--- src/common/tlic_pkg.sv ---
// Constants and types shared by the two-level interrupt controller
package tlic_pkg;

  localparam int unsigned ADDR_W   = 3;
  localparam int unsigned DATA_W   = 8;
  localparam int unsigned PC_W     = 21;
  localparam int unsigned PORT_W   = 4;
  localparam int unsigned NSRC     = 4;
  localparam int unsigned STK_DEPTH = 8;
  localparam int unsigned SP_W     = 4;

  // Register offsets
  localparam logic [ADDR_W-1:0] A_INTCTL = 3'h0;
  localparam logic [ADDR_W-1:0] A_RSTCTL = 3'h1;
  localparam logic [ADDR_W-1:0] A_PRIO   = 3'h2;
  localparam logic [ADDR_W-1:0] A_PERIPH = 3'h3;
  localparam logic [ADDR_W-1:0] A_PORT_B_A  = 3'h4;
  localparam logic [ADDR_W-1:0] A_STATUS = 3'h5;

  // interrupt_control_main fields
  localparam int unsigned B_GIE  = 7;
  localparam int unsigned B_PERIPHERAL_ENABLE = 6;
  localparam int unsigned B_T0IE = 5;
  localparam int unsigned B_I0IE = 4;
  localparam int unsigned B_PORT_CHANGE_ENABLE = 3;
  localparam int unsigned B_T0IF = 2;
  localparam int unsigned B_I0IF = 1;
  localparam int unsigned B_PORT_CHANGE_FLAG = 0;
  localparam logic [DATA_W-1:0] INTCTL_RST = 8'h00;

  // reset_control_register field
  localparam int unsigned B_PRIORITY_MODE_ENABLE = 7;

  // Source index, also priority register bit
  localparam int unsigned S_RB  = 0;
  localparam int unsigned S_I0  = 1;
  localparam int unsigned S_T0  = 2;
  localparam int unsigned S_PER = 3;
  localparam logic [NSRC-1:0] PRIO_RST = 4'hf;

  // Peripheral source register fields
  localparam int unsigned B_PFLAG = 0;
  localparam int unsigned B_PEN   = 1;

  // Status register fields
  localparam int unsigned B_ST_LOW  = 0;
  localparam int unsigned B_ST_HIGH = 1;

  localparam logic [PC_W-1:0] VEC_HIGH = 21'h000008;
  localparam logic [PC_W-1:0] VEC_LOW  = 21'h000018;

  // Timing: one instruction cycle is four core clocks
  localparam int unsigned CLK_NS     = 10;
  localparam int unsigned INSTR_NS   = 40;
  localparam int unsigned INSTR_CLKS = INSTR_NS / CLK_NS;
  localparam logic [1:0]  Q_LAST     = 2'(INSTR_CLKS - 1);
  // Instruction boundaries a request must persist before vectoring
  localparam logic [1:0]  LAT_TICKS  = 2'h2;

  typedef enum logic [1:0] {
    SVC_IDLE,
    SVC_LOW,
    SVC_HIGH,
    SVC_LOW_HIGH
  } tlic_svc_e;

endpackage

--- src/hdl/tlic_port_change.sv ---
// Port-change mismatch detector for the upper port pins
`timescale 1ns/10ps
module tlic_port_change (
  input  wire logic                       clk,
  input  wire logic                       rstn,
  input  wire logic [tlic_pkg::PORT_W-1:0] pins,
  input  wire logic                       capture,
  output logic                            mismatch
);

  logic [tlic_pkg::PORT_W-1:0] latch_ff;
  logic                        mismatch_ff;

  // A port read re-arms the comparison
  always_ff @(posedge clk or negedge rstn) begin
    if (!rstn) begin
      latch_ff <= '0;
    end else if (capture) begin
      latch_ff <= pins;
    end
  end

  // Held while pins differ from last read value
  always_ff @(posedge clk or negedge rstn) begin
    if (!rstn) begin
      mismatch_ff <= 1'b0;
    end else if (capture) begin
      mismatch_ff <= 1'b0;
    end else begin
      mismatch_ff <= (pins != latch_ff);
    end
  end

  assign mismatch = mismatch_ff;

endmodule

--- src/hdl/tlic_stack.sv ---
// Return address stack used on interrupt entry and return
`timescale 1ns/10ps
module tlic_stack (
  input  wire logic                     clk,
  input  wire logic                     rstn,
  input  wire logic                     push,
  input  wire logic                     pop,
  input  wire logic [tlic_pkg::PC_W-1:0] din,
  output logic      [tlic_pkg::PC_W-1:0] top
);

  logic [tlic_pkg::PC_W-1:0] mem_ff [tlic_pkg::STK_DEPTH];
  logic [tlic_pkg::SP_W-1:0] sp_ff;

  // Push when full is dropped; pop when empty returns zero
  always_ff @(posedge clk or negedge rstn) begin
    if (!rstn) begin
      sp_ff <= '0;
    end else if (push && sp_ff != tlic_pkg::SP_W'(tlic_pkg::STK_DEPTH)) begin
      sp_ff <= sp_ff + 4'h1;
    end else if (pop && sp_ff != '0) begin
      sp_ff <= sp_ff - 4'h1;
    end
  end

  always_ff @(posedge clk or negedge rstn) begin
    if (!rstn) begin
      for (int i = 0; i < int'(tlic_pkg::STK_DEPTH); i++) begin
        mem_ff[i] <= '0;
      end
    end else if (push && sp_ff != tlic_pkg::SP_W'(tlic_pkg::STK_DEPTH)) begin
      mem_ff[sp_ff[2:0]] <= din;
    end
  end

  assign top = (sp_ff == '0) ? '0 : mem_ff[3'(sp_ff - 4'h1)];

endmodule

--- src/hdl/tlic_top.sv ---
// Two-level interrupt controller: registers, arbitration, vectoring
//
// What this block does, and what its software must do (RQ13, RQ17, RQ23)
// RQ1: High priority vectors to 0008h, low priority to 0018h.
// RQ2: In priority mode an enabled high request pre-empts a low routine.
// RQ3: priority_mode_enable is reset control bit 7, cleared at reset.
// RQ4: Priority mode: control bit 7 enables all high priority sources.
// RQ5: Priority mode: control bit 6 enables all low priority sources.
// RQ6: Flag, enable and matching global enable set means vector by priority.
// RQ7: Compatibility mode ignores priorities and always vectors to 0008h.
// RQ8: Compatibility mode: bit 6 gates peripherals, bit 7 gates everything.
// RQ9: Bit 7 clear blocks all; priority mode bit 6 clear blocks low only.
// RQ10: Entry clears the global enable that admitted the interrupt.
// RQ11: No low priority interrupt is taken while high is serviced.
// RQ12: Entry pushes return address and loads the vector address.
// RQ13: Software clears handled flags before re-enabling interrupts.
// RQ14: Return from interrupt sets the enable that entry cleared.
// RQ15: Pin and port-change latency is three to four instruction cycles.
// RQ16: Flags set on their event regardless of any enable.
// RQ17: Software avoids file-to-file moves into control registers when enabled.
// RQ18: Control bits 5, 4, 3 enable timer0, ext_b and port change.
// RQ19: Control bit 2 sets on timer0 overflow and stays until cleared.
// RQ20: Control bit 1 sets on ext_b edge and stays until cleared.
// RQ21: Control bit 0 sets when an upper port pin changes.
// RQ22: Mismatch keeps setting the port-change flag; port read ends it.
// RQ23: Software reads the port before clearing the port-change flag.
//
// Added by the designer: the register offsets and the plain strobed port.
`timescale 1ns/10ps
module tlic_top (
  input  wire logic                         clk,
  input  wire logic                         rstn,
  input  wire logic [tlic_pkg::ADDR_W-1:0]   reg_addr,
  input  wire logic [tlic_pkg::DATA_W-1:0]   reg_wdata,
  input  wire logic                         reg_wr,
  input  wire logic                         reg_rd,
  output logic      [tlic_pkg::DATA_W-1:0]   reg_rdata_ff,
  input  wire logic                         timer0_ovf,
  input  wire logic                         ext_b,
  input  wire logic [tlic_pkg::PORT_W-1:0]   port_b_upper_pins,
  input  wire logic                         periph_event,
  input  wire logic [tlic_pkg::PC_W-1:0]     cpu_pc,
  input  wire logic                         cpu_return_from_interrupt_instr,
  output logic                              vec_req_ff,
  output logic      [tlic_pkg::PC_W-1:0]     vec_addr_ff,
  output logic                              ret_req_ff,
  output logic      [tlic_pkg::PC_W-1:0]     ret_addr_ff
);

  logic [tlic_pkg::DATA_W-1:0] intctl_ff;
  logic                        prio_mode_ff;
  logic [tlic_pkg::NSRC-1:0]   prio_ff;
  logic                        per_flag_ff;
  logic                        per_en_ff;
  logic                        ext_prev_ff;
  logic [1:0]                  q_ff;
  logic [1:0]                  lat_ff;
  tlic_pkg::tlic_svc_e         svc_ff;
  logic                        mismatch;
  logic [tlic_pkg::PC_W-1:0]   stack_top;
  logic                        tick;
  logic                        port_rd;
  logic [tlic_pkg::NSRC-1:0]   pend;
  logic                        hi_req;
  logic                        lo_req;
  logic                        any_req;
  logic                        take;
  logic                        take_high;
  logic [tlic_pkg::DATA_W-1:0] nxt_rdata;

  // Write of one field: software value unless hardware sets it
  function automatic logic fld_next(input logic cur, input logic wr, input logic wbit, input logic hw_set);
    fld_next = hw_set | (wr ? wbit : cur);
  endfunction

  function automatic logic wr_at(input logic [tlic_pkg::ADDR_W-1:0] a);
    wr_at = reg_wr && (reg_addr == a);
  endfunction

  assign tick    = (q_ff == tlic_pkg::Q_LAST);
  assign port_rd = reg_rd && (reg_addr == tlic_pkg::A_PORT_B_A);

  tlic_port_change u_pchg (
    .clk      (clk),
    .rstn     (rstn),
    .pins     (port_b_upper_pins),
    .capture  (port_rd),
    .mismatch (mismatch)
  );

  tlic_stack u_stack (
    .clk  (clk),
    .rstn (rstn),
    .push (take),
    .pop  (cpu_return_from_interrupt_instr),
    .din  (cpu_pc),
    .top  (stack_top)
  );

  // Instruction cycle phase
  always_ff @(posedge clk or negedge rstn) begin
    if (!rstn) begin
      q_ff <= '0;
    end else begin
      q_ff <= q_ff + 2'h1;
    end
  end

  always_ff @(posedge clk or negedge rstn) begin
    if (!rstn) begin
      ext_prev_ff <= 1'b0;
    end else begin
      ext_prev_ff <= ext_b;
    end
  end

  // Per-source pending terms (flag and own enable)
  always_comb begin
    pend              = '0;
    pend[tlic_pkg::S_T0]  = intctl_ff[tlic_pkg::B_T0IF] & intctl_ff[tlic_pkg::B_T0IE]; // RQ18
    pend[tlic_pkg::S_I0]  = intctl_ff[tlic_pkg::B_I0IF] & intctl_ff[tlic_pkg::B_I0IE]; // RQ18
    pend[tlic_pkg::S_RB]  = intctl_ff[tlic_pkg::B_PORT_CHANGE_FLAG] & intctl_ff[tlic_pkg::B_PORT_CHANGE_ENABLE]; // RQ18
    pend[tlic_pkg::S_PER] = per_flag_ff & per_en_ff;
  end

  // Request resolution per mode
  always_comb begin
    hi_req = 1'b0;
    lo_req = 1'b0;
    if (prio_mode_ff) begin // RQ3
      hi_req = intctl_ff[tlic_pkg::B_GIE] && |(pend & prio_ff); // RQ4 RQ6
      lo_req = intctl_ff[tlic_pkg::B_GIE] && intctl_ff[tlic_pkg::B_PERIPHERAL_ENABLE] // RQ5 RQ9
               && |(pend & ~prio_ff)
               && (svc_ff == tlic_pkg::SVC_IDLE); // RQ11
    end else begin
      hi_req = intctl_ff[tlic_pkg::B_GIE] // RQ8 RQ9 RQ7
               && (|pend[tlic_pkg::S_T0:tlic_pkg::S_RB]
                   || (pend[tlic_pkg::S_PER] && intctl_ff[tlic_pkg::B_PERIPHERAL_ENABLE]));
    end
    any_req = hi_req | lo_req;
  end

  // Request must hold across boundaries before the vector fires
  always_ff @(posedge clk or negedge rstn) begin
    if (!rstn) begin
      lat_ff <= '0;
    end else if (!any_req || take) begin
      lat_ff <= '0;
    end else if (tick && lat_ff != tlic_pkg::LAT_TICKS) begin
      lat_ff <= lat_ff + 2'h1; // RQ15
    end
  end

  // Return takes precedence over a same-cycle entry
  assign take      = tick && any_req && (lat_ff == tlic_pkg::LAT_TICKS) && !cpu_return_from_interrupt_instr; // RQ15 RQ6
  assign take_high = hi_req; // RQ2

  // Service level tracking
  always_ff @(posedge clk or negedge rstn) begin
    if (!rstn) begin
      svc_ff <= tlic_pkg::SVC_IDLE;
    end else begin
      case (svc_ff)
        tlic_pkg::SVC_IDLE: begin
          if (take) begin
            svc_ff <= take_high ? tlic_pkg::SVC_HIGH : tlic_pkg::SVC_LOW;
          end
        end
        tlic_pkg::SVC_LOW: begin
          if (cpu_return_from_interrupt_instr) begin
            svc_ff <= tlic_pkg::SVC_IDLE;
          end else if (take && take_high) begin
            svc_ff <= tlic_pkg::SVC_LOW_HIGH; // RQ2
          end
        end
        tlic_pkg::SVC_HIGH: begin
          if (cpu_return_from_interrupt_instr) begin
            svc_ff <= tlic_pkg::SVC_IDLE;
          end
        end
        default: begin
          if (cpu_return_from_interrupt_instr) begin
            svc_ff <= tlic_pkg::SVC_LOW;
          end
        end
      endcase
    end
  end

  // interrupt_control_main: enables and sticky flags
  always_ff @(posedge clk or negedge rstn) begin
    if (!rstn) begin
      intctl_ff <= tlic_pkg::INTCTL_RST;
    end else begin
      intctl_ff <= wr_at(tlic_pkg::A_INTCTL) ? reg_wdata : intctl_ff;
      // Flags: a hardware set beats a software clear
      intctl_ff[tlic_pkg::B_T0IF] <= fld_next(intctl_ff[tlic_pkg::B_T0IF], wr_at(tlic_pkg::A_INTCTL),
                                              reg_wdata[tlic_pkg::B_T0IF], timer0_ovf); // RQ19 RQ16
      intctl_ff[tlic_pkg::B_I0IF] <= fld_next(intctl_ff[tlic_pkg::B_I0IF], wr_at(tlic_pkg::A_INTCTL),
                                              reg_wdata[tlic_pkg::B_I0IF], ext_b & ~ext_prev_ff); // RQ20 RQ16
      intctl_ff[tlic_pkg::B_PORT_CHANGE_FLAG] <= fld_next(intctl_ff[tlic_pkg::B_PORT_CHANGE_FLAG], wr_at(tlic_pkg::A_INTCTL),
                                              reg_wdata[tlic_pkg::B_PORT_CHANGE_FLAG], mismatch); // RQ21 RQ22
      if (cpu_return_from_interrupt_instr) begin
        // Re-enable what entry cleared
        if (!prio_mode_ff || svc_ff == tlic_pkg::SVC_HIGH || svc_ff == tlic_pkg::SVC_LOW_HIGH) begin
          intctl_ff[tlic_pkg::B_GIE] <= 1'b1; // RQ14
        end else begin
          intctl_ff[tlic_pkg::B_PERIPHERAL_ENABLE] <= 1'b1; // RQ14
        end
      end else if (take) begin
        if (!prio_mode_ff || take_high) begin
          intctl_ff[tlic_pkg::B_GIE] <= 1'b0; // RQ10
        end else begin
          intctl_ff[tlic_pkg::B_PERIPHERAL_ENABLE] <= 1'b0; // RQ10
        end
      end
    end
  end

  always_ff @(posedge clk or negedge rstn) begin
    if (!rstn) begin
      prio_mode_ff <= 1'b0; // RQ3
    end else if (wr_at(tlic_pkg::A_RSTCTL)) begin
      prio_mode_ff <= reg_wdata[tlic_pkg::B_PRIORITY_MODE_ENABLE];
    end
  end

  always_ff @(posedge clk or negedge rstn) begin
    if (!rstn) begin
      prio_ff <= tlic_pkg::PRIO_RST;
    end else if (wr_at(tlic_pkg::A_PRIO)) begin
      prio_ff <= reg_wdata[tlic_pkg::NSRC-1:0];
    end
  end

  // Generic peripheral source
  always_ff @(posedge clk or negedge rstn) begin
    if (!rstn) begin
      per_flag_ff <= 1'b0;
      per_en_ff   <= 1'b0;
    end else begin
      per_flag_ff <= fld_next(per_flag_ff, wr_at(tlic_pkg::A_PERIPH),
                              reg_wdata[tlic_pkg::B_PFLAG], periph_event); // RQ16
      if (wr_at(tlic_pkg::A_PERIPH)) begin
        per_en_ff <= reg_wdata[tlic_pkg::B_PEN];
      end
    end
  end

  // Read mux; unmapped offsets read zero
  always_comb begin
    nxt_rdata = '0;
    if (!reg_rd) begin
      nxt_rdata = '0;
    end else if (reg_addr == tlic_pkg::A_INTCTL) begin
      nxt_rdata = intctl_ff;
    end else if (reg_addr == tlic_pkg::A_RSTCTL) begin
      nxt_rdata[tlic_pkg::B_PRIORITY_MODE_ENABLE] = prio_mode_ff;
    end else if (reg_addr == tlic_pkg::A_PRIO) begin
      nxt_rdata[tlic_pkg::NSRC-1:0] = prio_ff;
    end else if (reg_addr == tlic_pkg::A_PERIPH) begin
      nxt_rdata[tlic_pkg::B_PFLAG] = per_flag_ff;
      nxt_rdata[tlic_pkg::B_PEN]   = per_en_ff;
    end else if (reg_addr == tlic_pkg::A_PORT_B_A) begin
      nxt_rdata[tlic_pkg::PORT_W-1:0] = port_b_upper_pins; // RQ22
    end else if (reg_addr == tlic_pkg::A_STATUS) begin
      nxt_rdata[tlic_pkg::B_ST_LOW]  = (svc_ff == tlic_pkg::SVC_LOW) || (svc_ff == tlic_pkg::SVC_LOW_HIGH);
      nxt_rdata[tlic_pkg::B_ST_HIGH] = (svc_ff == tlic_pkg::SVC_HIGH) || (svc_ff == tlic_pkg::SVC_LOW_HIGH);
    end
  end

  always_ff @(posedge clk or negedge rstn) begin
    if (!rstn) begin
      reg_rdata_ff <= '0;
    end else begin
      reg_rdata_ff <= nxt_rdata;
    end
  end

  // Vector request to the sequencer
  always_ff @(posedge clk or negedge rstn) begin
    if (!rstn) begin
      vec_req_ff  <= 1'b0;
      vec_addr_ff <= '0;
    end else begin
      vec_req_ff <= take; // RQ12
      if (take) begin
        vec_addr_ff <= (prio_mode_ff && !take_high) ? tlic_pkg::VEC_LOW : tlic_pkg::VEC_HIGH; // RQ1 RQ7 RQ12
      end
    end
  end

  always_ff @(posedge clk or negedge rstn) begin
    if (!rstn) begin
      ret_req_ff  <= 1'b0;
      ret_addr_ff <= '0;
    end else begin
      ret_req_ff <= cpu_return_from_interrupt_instr;
      if (cpu_return_from_interrupt_instr) begin
        ret_addr_ff <= stack_top;
      end
    end
  end
endmodule

--- config.mk ---
export PLATFORM = sky130hd
export DESIGN_NAME = tlic_top
export DESIGN_NICKNAME = d
export VERILOG_FILES = /design/src/common/tlic_pkg.sv /design/src/hdl/tlic_port_change.sv /design/src/hdl/tlic_stack.sv /design/src/hdl/tlic_top.sv
export SDC_FILE = /design/constraint.sdc
export NUM_CORES = 1
export LEC_CHECK = 0
export BUFFER_PORTS_ARGS = -buffer_cell sky130_fd_sc_hd__buf_2
export CAP_MARGIN = 10
export CORE_MARGIN = 2
export CORE_UTILIZATION = 29
export CTS_CLUSTER_DIAMETER = 120
export DETAILED_ROUTE_END_ITERATION = 8
export MAX_ROUTING_LAYER = met4
export PLACE_DENSITY = 0.55
export SLEW_MARGIN = 25
export SYNTH_ARGS = -nofsm -noshare
export SYNTH_HDL_FRONTEND = slang
export SYNTH_SLANG_ARGS = --single-unit
--- constraint.sdc ---
create_clock -name clk -period 2.85 [get_ports clk]
set_input_delay 0.7125 -clock clk [delete_from_list [all_inputs] [get_ports clk]]
set_output_delay 0.7125 -clock clk [all_outputs]
set_load 0.03 [all_outputs]
==> results.yml, run 1 <==
global_route:
  grt_pass1_vias: 6467
  grt_usage: 0.129
  grt.overflow.total: 0
  grt_max_degree: 81
  grt_pass1_wl_um: 37800
  antenna_found_initial: 1
timing:
  holdWs_ns: 0.165
  report.final.setup_viol: 0
  tns_ns: 0
  relSlewSlack: 0.570
  rsz0062_at_grt: "no"
  worst_pin_slew_ns: 0.645
  fmax_mhz: 415
  hold_viol: 0
  min_period_ns: 2.41
  slew_viol_final: 0
  finClkSkew_ns: 0.0143
  period_share: 0.846
floorplanning:
  ios: 96
  fp-row-count: 69
  initial_core_util: 0.294
  die_h_um: 194
  core-area_sq_mm: 0.0356
  die_x_um: 194
  dieArea_sq_mm: 0.0376
route:
  drtPass1Iterations: 4
  wl_per_cell_um: 18.1
  vias: 6048
  drtIter0Drc: 255
  via_per_inst: 4.69
  ant_nets: 0
  routed_wl_um: 23400
  drc: 0
synthesis:
  synth_area_per_cell_sq_um: 14.6
  synth_edf_count: 0
  ys_seq_area_frac: 0.556
  synth_cell_types: 43
  synthesis.area_sq_mm: 0.0105
  async_reset_ff_frac: 1.00
  ys_seq_elements: 232
  yosys.area.top_type: "dfrtp_1"
  synthCells: 718
  synthTopCellsByArea: "dfrtp_1 (55%), mux2_2 (14%), mux4_2 (9.0%), mux2_1 (5.4%), a22oi_1 (1.6%)"
  synth.most_common_cell: "dfrtp_1"
  yosys_warnings: 0
  synth_ff_type: "dfrtp_1"
  synth_common_cells: "dfrtp_1 (228), mux2_2 (133), mux2_1 (50)"
  netlist.area_leader.share: 0.546
pwr:
  p_leak_nw: 5.83
  p_per_area_mw_per_mm2: 876
  vdd_drop_max_v: 0.000481
  finalPower_mw: 10.9
clock_network:
  cts.sinks: 232
  post_cts_resized: 0
  numCtsBuffers: 27
  root_buffer: "clkbuf_16"
  cts_hold_buf: 0
  clkTransAtPathRegs_ns: 0.06
  htreeDepth: 1
  cts_tree: "yes"
  cts_max_path_buffers: 3
  insertion_delay_ns: 0.53
  post_cts_buffers: 0
critical_path:
  cp_data_required_time_ns: 3.26
  setup.worst_path.class: "reg -> reg"
  r2r_cells: 7
  r2r_slack_ns: 0.44
  start_kind: "flop"
  endpoint_kind: "flop"
  worstReg2RegStart: "prio_mode_ff"
  critPathArrivalTime_ns: 2.82
  cp_max_fo: 21
  r2r_end: "u_stack.mem_ff[117]"
cells_and_area:
  area_growth_pct: 19.2
  drive_gt1_frac: 0.414
  nNetsFinal: 855
  fill_cells: 3460
placement:
  hpwl_um: 14400
  portBuffers: 76
  gp_congestion: 0.791
outcome:
  status: "finished, final reports clean"
worst_hold_path:
  min_path_type: "in -> async"
run:
  cap_violations: 0
report_power, final:
part | total, mW | leakage (nW) | switching (mW) | internal, mW
Combinational | 2.88 | 2.25 | 1.65 | 1.23
Clock | 3.94 | 0.509 | 1.38 | 2.55
Sequential | 4.10 | 3.07 | 0.308 | 3.79
Total | 10.9 | 5.83 | 3.35 | 7.57
metal layers:
metal | up-vias | share of wire | global-route usage
met5 | - | 0 | -
met4 | 0 | 0.017 | 0.0272
met3 | 28 | 0.044 | 0.0204
met2 | 123 | 0.48 | 0.206
met1 | 3153 | 0.46 | 0.173
li1 | 2744 | - | -
worst max-delay path by stage:
stage,cells after the start,slack (ns),startpoint,endpoint
3_5_place_dp,6,0.34,cpu_return_from_interrupt_instr,u_stack.mem_ff[88]
6_report,7,0.44,prio_mode_ff,u_stack.mem_ff[117]
2_1_floorplan,7,0.54,cpu_return_from_interrupt_instr,u_stack.mem_ff[105]
4_1_cts,7,0.41,prio_mode_ff,u_stack.mem_ff[117]
3_3_place_gp,6,0.39,cpu_return_from_interrupt_instr,u_stack.mem_ff[117]
5_1_grt,7,0.23,prio_mode_ff,u_stack.mem_ff[117]
flip-flops by register name, indices dropped and copies added (netlist names), 2 cells and up:
signal           cells
u_stack.mem_ff     168
ret_addr_ff         21
intctl_ff            8
reg_rdata_ff         8
prio_ff              4
u_pchg.latch_ff      4
u_stack.sp_ff        4
lat_ff               2
q_ff                 2
svc_ff               2
vec_addr_ff          2
critical path: stages, from the launching register on:
cell	delay (ns)
dfrtp_1	0.49
nand2b_1	0.13
nor3_2	0.20
o31ai_2	0.15
a21oi_1	0.23
buf_4	0.19
and4_4	0.52
mux2_2	0.38
area by class of cell:
type,instances,area [sq um],share of cell area
timing repair buffer,103,706,0.0566
multi-input combinational,415,4230,0.339
sequential,232,5810,0.466
clock inverter,14,255,0.0205
antenna,1,2.50,0.000201
tap,461,577,0.0463
clock buffer,36,779,0.0625
inverter,28,105,0.00843
kinds of logic (layout without fill, tap and decap cells):
family | count (synthesis) | count (layout) | share of synthesized area
xor gates and xnor gates | 8 | 8 | 0.00670
muxes | 234 | 234 | 0.296
DFF | 232 | 232 | 0.556
and+or+nand+nor | 75 | 75 | 0.0416
AOI/OAI and AO/OA | 75 | 75 | 0.0480
other | 1 | 20 | 0.000359
adders and majority gates | 4 | 4 | 0.00479
buffers and inverters | 89 | 181 | 0.0469
stage by stage:
step / worst slack [ns] / cells / util / instance area (sq um)
after floorplan: 0.543 / 736 / - / 10500
after global placement: 0.389 / 1239 / 0.321 / 11400
after detailed placement: 0.341 / 1239 / 0.321 / 11400
after CTS: 0.406 / 1289 / 0.351 / 12500
after global routing: 0.234 / 1290 / 0.351 / 12500
final: 0.438 / 1290 / 0.351 / 12500
cell usage in the layout, fill, tap and decap left out, types with 2 or more instances in the layout:
| master | netlist | final |
|---|---|---|
| a211o_1 | 3 | 3 |
| a21oi_1 | 9 | 9 |
| a22oi_1 | 22 | 22 |
| and2_1 | 8 | 8 |
| and4_4 | 2 | 2 |
| buf_12 | 0 | 9 |
| buf_2 | 14 | 75 |
| buf_4 | 19 | 18 |
| bufinv_16 | 0 | 7 |
| clkbuf_1 | 17 | 2 |
| clkbuf_16 | 0 | 27 |
| clkbuf_8 | 0 | 7 |
| clkinv_2 | 0 | 4 |
| conb_1 | 1 | 19 |
| dfrtp_1 | 228 | 227 |
| dfstp_2 | 4 | 4 |
| ha_1 | 4 | 3 |
| inv_1 | 28 | 28 |
| inv_6 | 0 | 2 |
| mux2_1 | 50 | 50 |
| mux2_2 | 133 | 133 |
| mux2i_1 | 9 | 9 |
| mux4_2 | 42 | 42 |
| nand2_1 | 11 | 11 |
| nand2b_1 | 10 | 10 |
| nand3_1 | 4 | 4 |
| nor2_1 | 16 | 15 |
| nor2b_1 | 8 | 8 |
| nor3_1 | 7 | 7 |
| nor4_4 | 2 | 2 |
| o21ai_0 | 27 | 27 |
| o22ai_1 | 6 | 6 |
| or2_2 | 2 | 2 |
| xnor2_1 | 8 | 8 |
Note: power is estimated with default switching activity, not from simulation.
==> run 2, diff against run 1 <==
==> constraint.sdc (replaced) <==
create_clock -name clk -period 2.5 [get_ports clk]
set_input_delay 0.625 -clock clk [delete_from_list [all_inputs] [get_ports clk]]
set_output_delay 0.625 -clock clk [all_outputs]
set_load 0.03 [all_outputs]
==> run 2 against run 1 <==
  * Sequential cell count is the same
  * First-iteration DRC count up 8.6%
  * Global-route usage fell by 0.18 points
  * Largest power group unchanged
  * Cell count grew 0.93%
==> results.yml, run 2 (synthesis results as in run 1) <==
floorplanning:
  initial_core_util: 0.294
  ios: 96
  fp-row-count: 69
  die_h_um: 194
  dieArea_sq_mm: 0.0376
  die_x_um: 194
  core-area_sq_mm: 0.0356
critical_path:
  r2r_cells: 8
  start_kind: "flop"
  r2r_slack_ns: 0.17
  cp_max_fo: 19
  cpLargestDelayFamily: "simple AND/OR/NAND/NOR gates"
  crit_start: "prio_mode_ff"
  slowest_delay_ns: 0.44
  setup.worst_path.class: "reg -> reg"
  worstReg2RegStart: "prio_mode_ff"
  r2r_end: "u_stack.mem_ff[28]"
  cp_cell_sequence: "nand2b_1 > nor3_2 > o31ai_4 > a21oi_1 > buf_4 > and4_1 > buf_12 > mux2_2"
  critPathArrivalTime_ns: 2.73
  slowest_stage: "dfrtp_2"
  critPathCapture: "u_stack.mem_ff[28]"
  cp_data_required_time_ns: 2.90
  path_buf_inv: 2
  worstSetupPathDepth: 8
  endpoint_kind: "flop"
timing:
  worst_pin_slew_ns: 0.550
  finClkSkew_ns: 0.0149
  rsz0062_at_grt: "no"
  tns_ns: 0
  min_period_ns: 2.33
  fmax_mhz: 429
  hold_viol: 0
  relSlewSlack: 0.633
  period_share: 0.932
  report.final.setup_viol: 0
  setup_ws_ns: 0.171
  slew_viol_final: 0
cells_and_area:
  largest_register: "u_stack.mem_ff"
  final_area_sq_mm: 0.0125
  layout_commonest_cell: "dfrtp_1"
  area_growth_pct: 19.5
  largest_reg_flops: 168
  mostFrequentLayoutCells: "dfrtp_1 (226), mux2_2 (133), buf_2 (75)"
  drive_gt1_frac: 0.417
  reg_top3: "u_stack.mem_ff (168), ret_addr_ff (21)"
  fin_util: 0.351
  nNetsFinal: 869
placement:
  hpwl_um: 15000
  portBuffers: 76
  gp_congestion: 0.815
  dp_slack_ns: 0.150
  postPlaceCellArea_sq_mm: 0.0116
global_route:
  grt_max_degree: 63
  grt_pass1_wl_um: 37100
  grt.overflow.total: 0
  antenna_found_initial: 1
  grt_pass1_vias: 6419
  grt_usage: 0.127
clock_network:
  numCtsBuffers: 27
  cts.sinks: 232
  cts_tree: "yes"
  insertion_delay_ns: 0.53
  cts_hold_buf: 0
  clkTransAtPathRegs_ns: 0.06
  post_cts_resized: 0
  root_buffer: "clkbuf_16"
  cts_max_path_buffers: 3
  post_cts_buffers: 0
  htreeDepth: 1
route:
  wl_per_cell_um: 17.7
  vias: 6097
  via_per_inst: 4.68
  routed_wl_um: 23100
  drtIter0Drc: 277
  drc: 0
  drtPass1Iterations: 4
  ant_nets: 0
worst_hold_path:
  min_path_type: "in -> async"
pwr:
  p_per_area_mw_per_mm2: 957
  vdd_drop_max_v: 0.000591
  finalPower_mw: 12.0
  p_leak_nw: 5.82
run:
  cap_violations: 0
outcome:
  status: "finished, final reports clean"
## run 2: layout make-up
class | count | area [sq um]
sequential | 232 | 5820
clock buffer | 43 | 816
antenna | 1 | 2.50
multi-input combinational | 415 | 4240
inverter | 28 | 105
tap | 461 | 577
fill | 3480 | 23100
timing repair buffer | 117 | 861
clock inverter | 5 | 80.1
## run 2: metal layers
layer | track usage | up-vias | routed length [um]
met3 | 0.0249 | 32 | 1120
met5 | - | - | 0
met2 | 0.200 | 118 | 10900
met1 | 0.170 | 3170 | 10700
li1 | - | 2777 | -
met4 | 0.0278 | 0 | 363
## run 2: worst min path at each step
stage | from | to | slack, ns
6_report | rstn | intctl_ff[4] | 0.02
3_5_place_dp | ext_prev_ff | intctl_ff[1] | 0.41
2_1_floorplan | rstn | ext_prev_ff | 0.33
5_1_grt | rstn | intctl_ff[4] | 0.07
4_1_cts | rstn | intctl_ff[4] | 0.05
3_3_place_gp | q_ff[0] | q_ff[0] | 0.41
## run 2: power by group
group | leakage (nW) | internal, mW | total [mW] | switching (mW)
Combinational | 2.32 | 1.47 | 3.37 | 1.90
Sequential | 3.07 | 4.32 | 4.65 | 0.328
Clock | 0.432 | 2.42 | 3.93 | 1.51
## run 2: metrics by stage
stage          hold WS, ns  cells
2_1_floorplan        0.329    736
3_3_place_gp         0.412   1253
3_5_place_dp         0.413   1253
4_1_cts             0.0501   1301
5_1_grt             0.0673   1302
6_report            0.0223   1302
==> run 3, diff against run 2 <==
--- a/config.mk
+++ b/config.mk
@@ -7,11 +7,10 @@
 export LEC_CHECK = 0
 export BUFFER_PORTS_ARGS = -buffer_cell sky130_fd_sc_hd__buf_2
 export CAP_MARGIN = 10
-export CORE_MARGIN = 2
+export CORE_MARGIN = 3
 export CORE_UTILIZATION = 29
 export CTS_CLUSTER_DIAMETER = 120
 export DETAILED_ROUTE_END_ITERATION = 8
-export MAX_ROUTING_LAYER = met4
 export PLACE_DENSITY = 0.55
 export SLEW_MARGIN = 25
 export SYNTH_ARGS = -nofsm -noshare
==> constraint.sdc (replaced) <==
create_clock -name clk -period 2.2 [get_ports clk]
set_input_delay 0.55 -clock clk [delete_from_list [all_inputs] [get_ports clk]]
set_output_delay 0.55 -clock clk [all_outputs]
set_load 0.03 [all_outputs]
==> run 3 against run 2 <==
  * The run now ends with negative setup slack left
  * Global-route usage is 0.18 points higher
  * Die area increased by 2.1%
  * Cell count rose by 2.6%
  * Maximum frequency rose by 4.9%
  * Critical path type unchanged
  * Critical endpoint is now u_stack.mem_ff[19]
  * Highest routed layer is now met5
==> results.yml, run 3 (synthesis results as in run 1) <==
outcome:
  status: "finished, violations left"
  violations: "negative setup slack"
critical_path:
  start_kind: "flop"
  cp_data_required_time_ns: 2.60
  cp_max_fo: 6
  r2r_cells: 8
  slowest_stage: "dfstp_2"
  path_common_cell: "buf_4"
  cp_cell_sequence: "mux2i_1 > o22ai_1 > a21oi_2 > buf_4 > a2111oi_4 > buf_4 > buf_6 > mux2_2"
  slowest_delay_ns: 0.54
  critPathArrivalTime_ns: 2.62
  setup.worst_path.class: "reg -> reg"
  endpoint_kind: "flop"
clock_network:
  htreeDepth: 1
  cts_max_path_buffers: 3
  cts_tree: "yes"
  clkTransAtPathRegs_ns: 0.06
  numCtsBuffers: 26
  insertion_delay_ns: 0.52
  root_buffer: "clkbuf_16"
  cts.sinks: 232
global_route:
  grt.overflow.total: 0
  grt_usage: 0.129
  grt_max_degree: 51
  grt_pass1_vias: 6721
  antenna_found_initial: 1
  grt_pass1_wl_um: 39700
floorplanning:
  core-area_sq_mm: 0.0351
  die_h_um: 196
  die_x_um: 196
  dieArea_sq_mm: 0.0384
  ios: 96
  fp-row-count: 68
  initial_core_util: 0.298
placement:
  portBuffers: 76
  dp_slack_ns: -0.100
  gp_congestion: 0.756
  hpwl_um: 15800
timing:
  min_period_ns: 2.22
  finClkSkew_ns: 0.0151
  rsz0062_at_grt: "yes"
  hold_viol: 0
  setup_ws_ns: -0.0195
  slew_viol_final: 0
  report.final.setup_viol: 11
  holdWs_ns: 0.156
  period_share: 1.01
  fmax_mhz: 451
cells_and_area:
  largest_reg_flops: 168
  nNetsFinal: 910
  fill_cells: 3353
  register_area_sq_mm: 0.00582
  layout_commonest_cell: "dfrtp_1"
  largest_register: "u_stack.mem_ff"
  drive_gt1_frac: 0.506
  antenna_cells: 0
  mostFrequentLayoutCells: "dfrtp_1 (226), mux2_2 (90), mux2_4 (84)"
  area_growth_pct: 27.9
  multi_input_area_sq_mm: 0.00463
  reg_top3: "u_stack.mem_ff (168), ret_addr_ff (21)"
route:
  via_per_inst: 4.73
  wl_met1_um: 12300
  routed-wl-met3_um: 1190
  wl_per_cell_um: 19.4
  drtPass1Iterations: 4
  wl_met2_um: 12100
  drc: 0
  top_layer: "met5"
  drtIter0Drc: 358
  vias: 6317
  ant_nets: 0
  routed_wl_um: 25900
pwr:
  p_leak_nw: 6.21
  vdd_drop_max_v: 0.000726
  p_per_area_mw_per_mm2: 1030
worst_hold_path:
  min_path_type: "in -> reg"
  holdPathStages: 1
run:
  cap_violations: 0
run 3: changes by cell type in the layout (fill, tap and decap cells not counted), moves of 3 or more:
cell and delta:
clkinv_2 +4, buf_4 +14, mux2_4 +84, clkbuf_16 +4
buf_16 +3, buf_6 +15, buf_12 +3, mux2_2 -43
mux2_1 -41
run 3: metal layers:
layer	track usage	up-vias
li1	-	2856
met1	0.187	3304
met2	0.205	127
met3	0.0208	28
met4	0.0248	2
met5	0	-
run 3: timing repair:
item	CTS	global route
hold buffers	1	0
gates resized for setup	26	105
buffers inserted	5	7
pin swaps	6	9
gates cloned	3	6
hold endpoints to repair	34	0
setup endpoints to repair	162	142
run 3: path summary, 6_finish.rpt:
path	start	end	slack, ns
max	prio_ff[3]	u_stack.mem_ff[19]	-0.02
min	ext_b	ext_prev_ff	0.16
max reg2reg	prio_ff[3]	u_stack.mem_ff[19]	-0.02
min reg2reg	ext_prev_ff	intctl_ff[1]	0.43
max in group asynchronous	rstn	u_stack.mem_ff[131]	1.05
min in group asynchronous	rstn	intctl_ff[1]	0.52
run 3: area by class of cell:
class / instances / area share
clock buffers: 41 / 0.0604
well taps: 455 / 0.0426
inverters: 28 / 0.00786
clock inverters: 6 / 0.00253
repair buffers: 159 / 0.106
flip-flops and latches: 232 / 0.435
multi-input cells: 415 / 0.346
run 3: per-stage QoR:
step / cells / cell area, sq um / utilization / setup TNS [ns] / total power [mW]
CTS: 1323 / 12800 / 0.365 / -0.0328 / 13.8
finish: 1336 / 13400 / 0.382 / -0.120 / 13.8
detailed placement: 1268 / 11800 / 0.335 / -7.66 / 9.42
global placement: 1268 / 11800 / 0.335 / -2.88 / 9.37
floorplan: 736 / 10500 / - / 0 / 7.95
global route: 1336 / 13400 / 0.382 / -3.41 / 14.5
run 3: worst max-delay path, delay by kind of cell (launching register included):
kind / cells / cell delay, ns
flops: 1 / 0.54
mux: 2 / 0.41
buf+inv: 3 / 0.52
compound gates: 3 / 0.64
run 3: power by group:
part	switching, mW	leakage, nW	internal, mW
combinational	2.31	2.72	1.94
sequential	0.397	3.07	4.91
clock	1.70	0.421	2.51
total	4.40	6.21	9.37
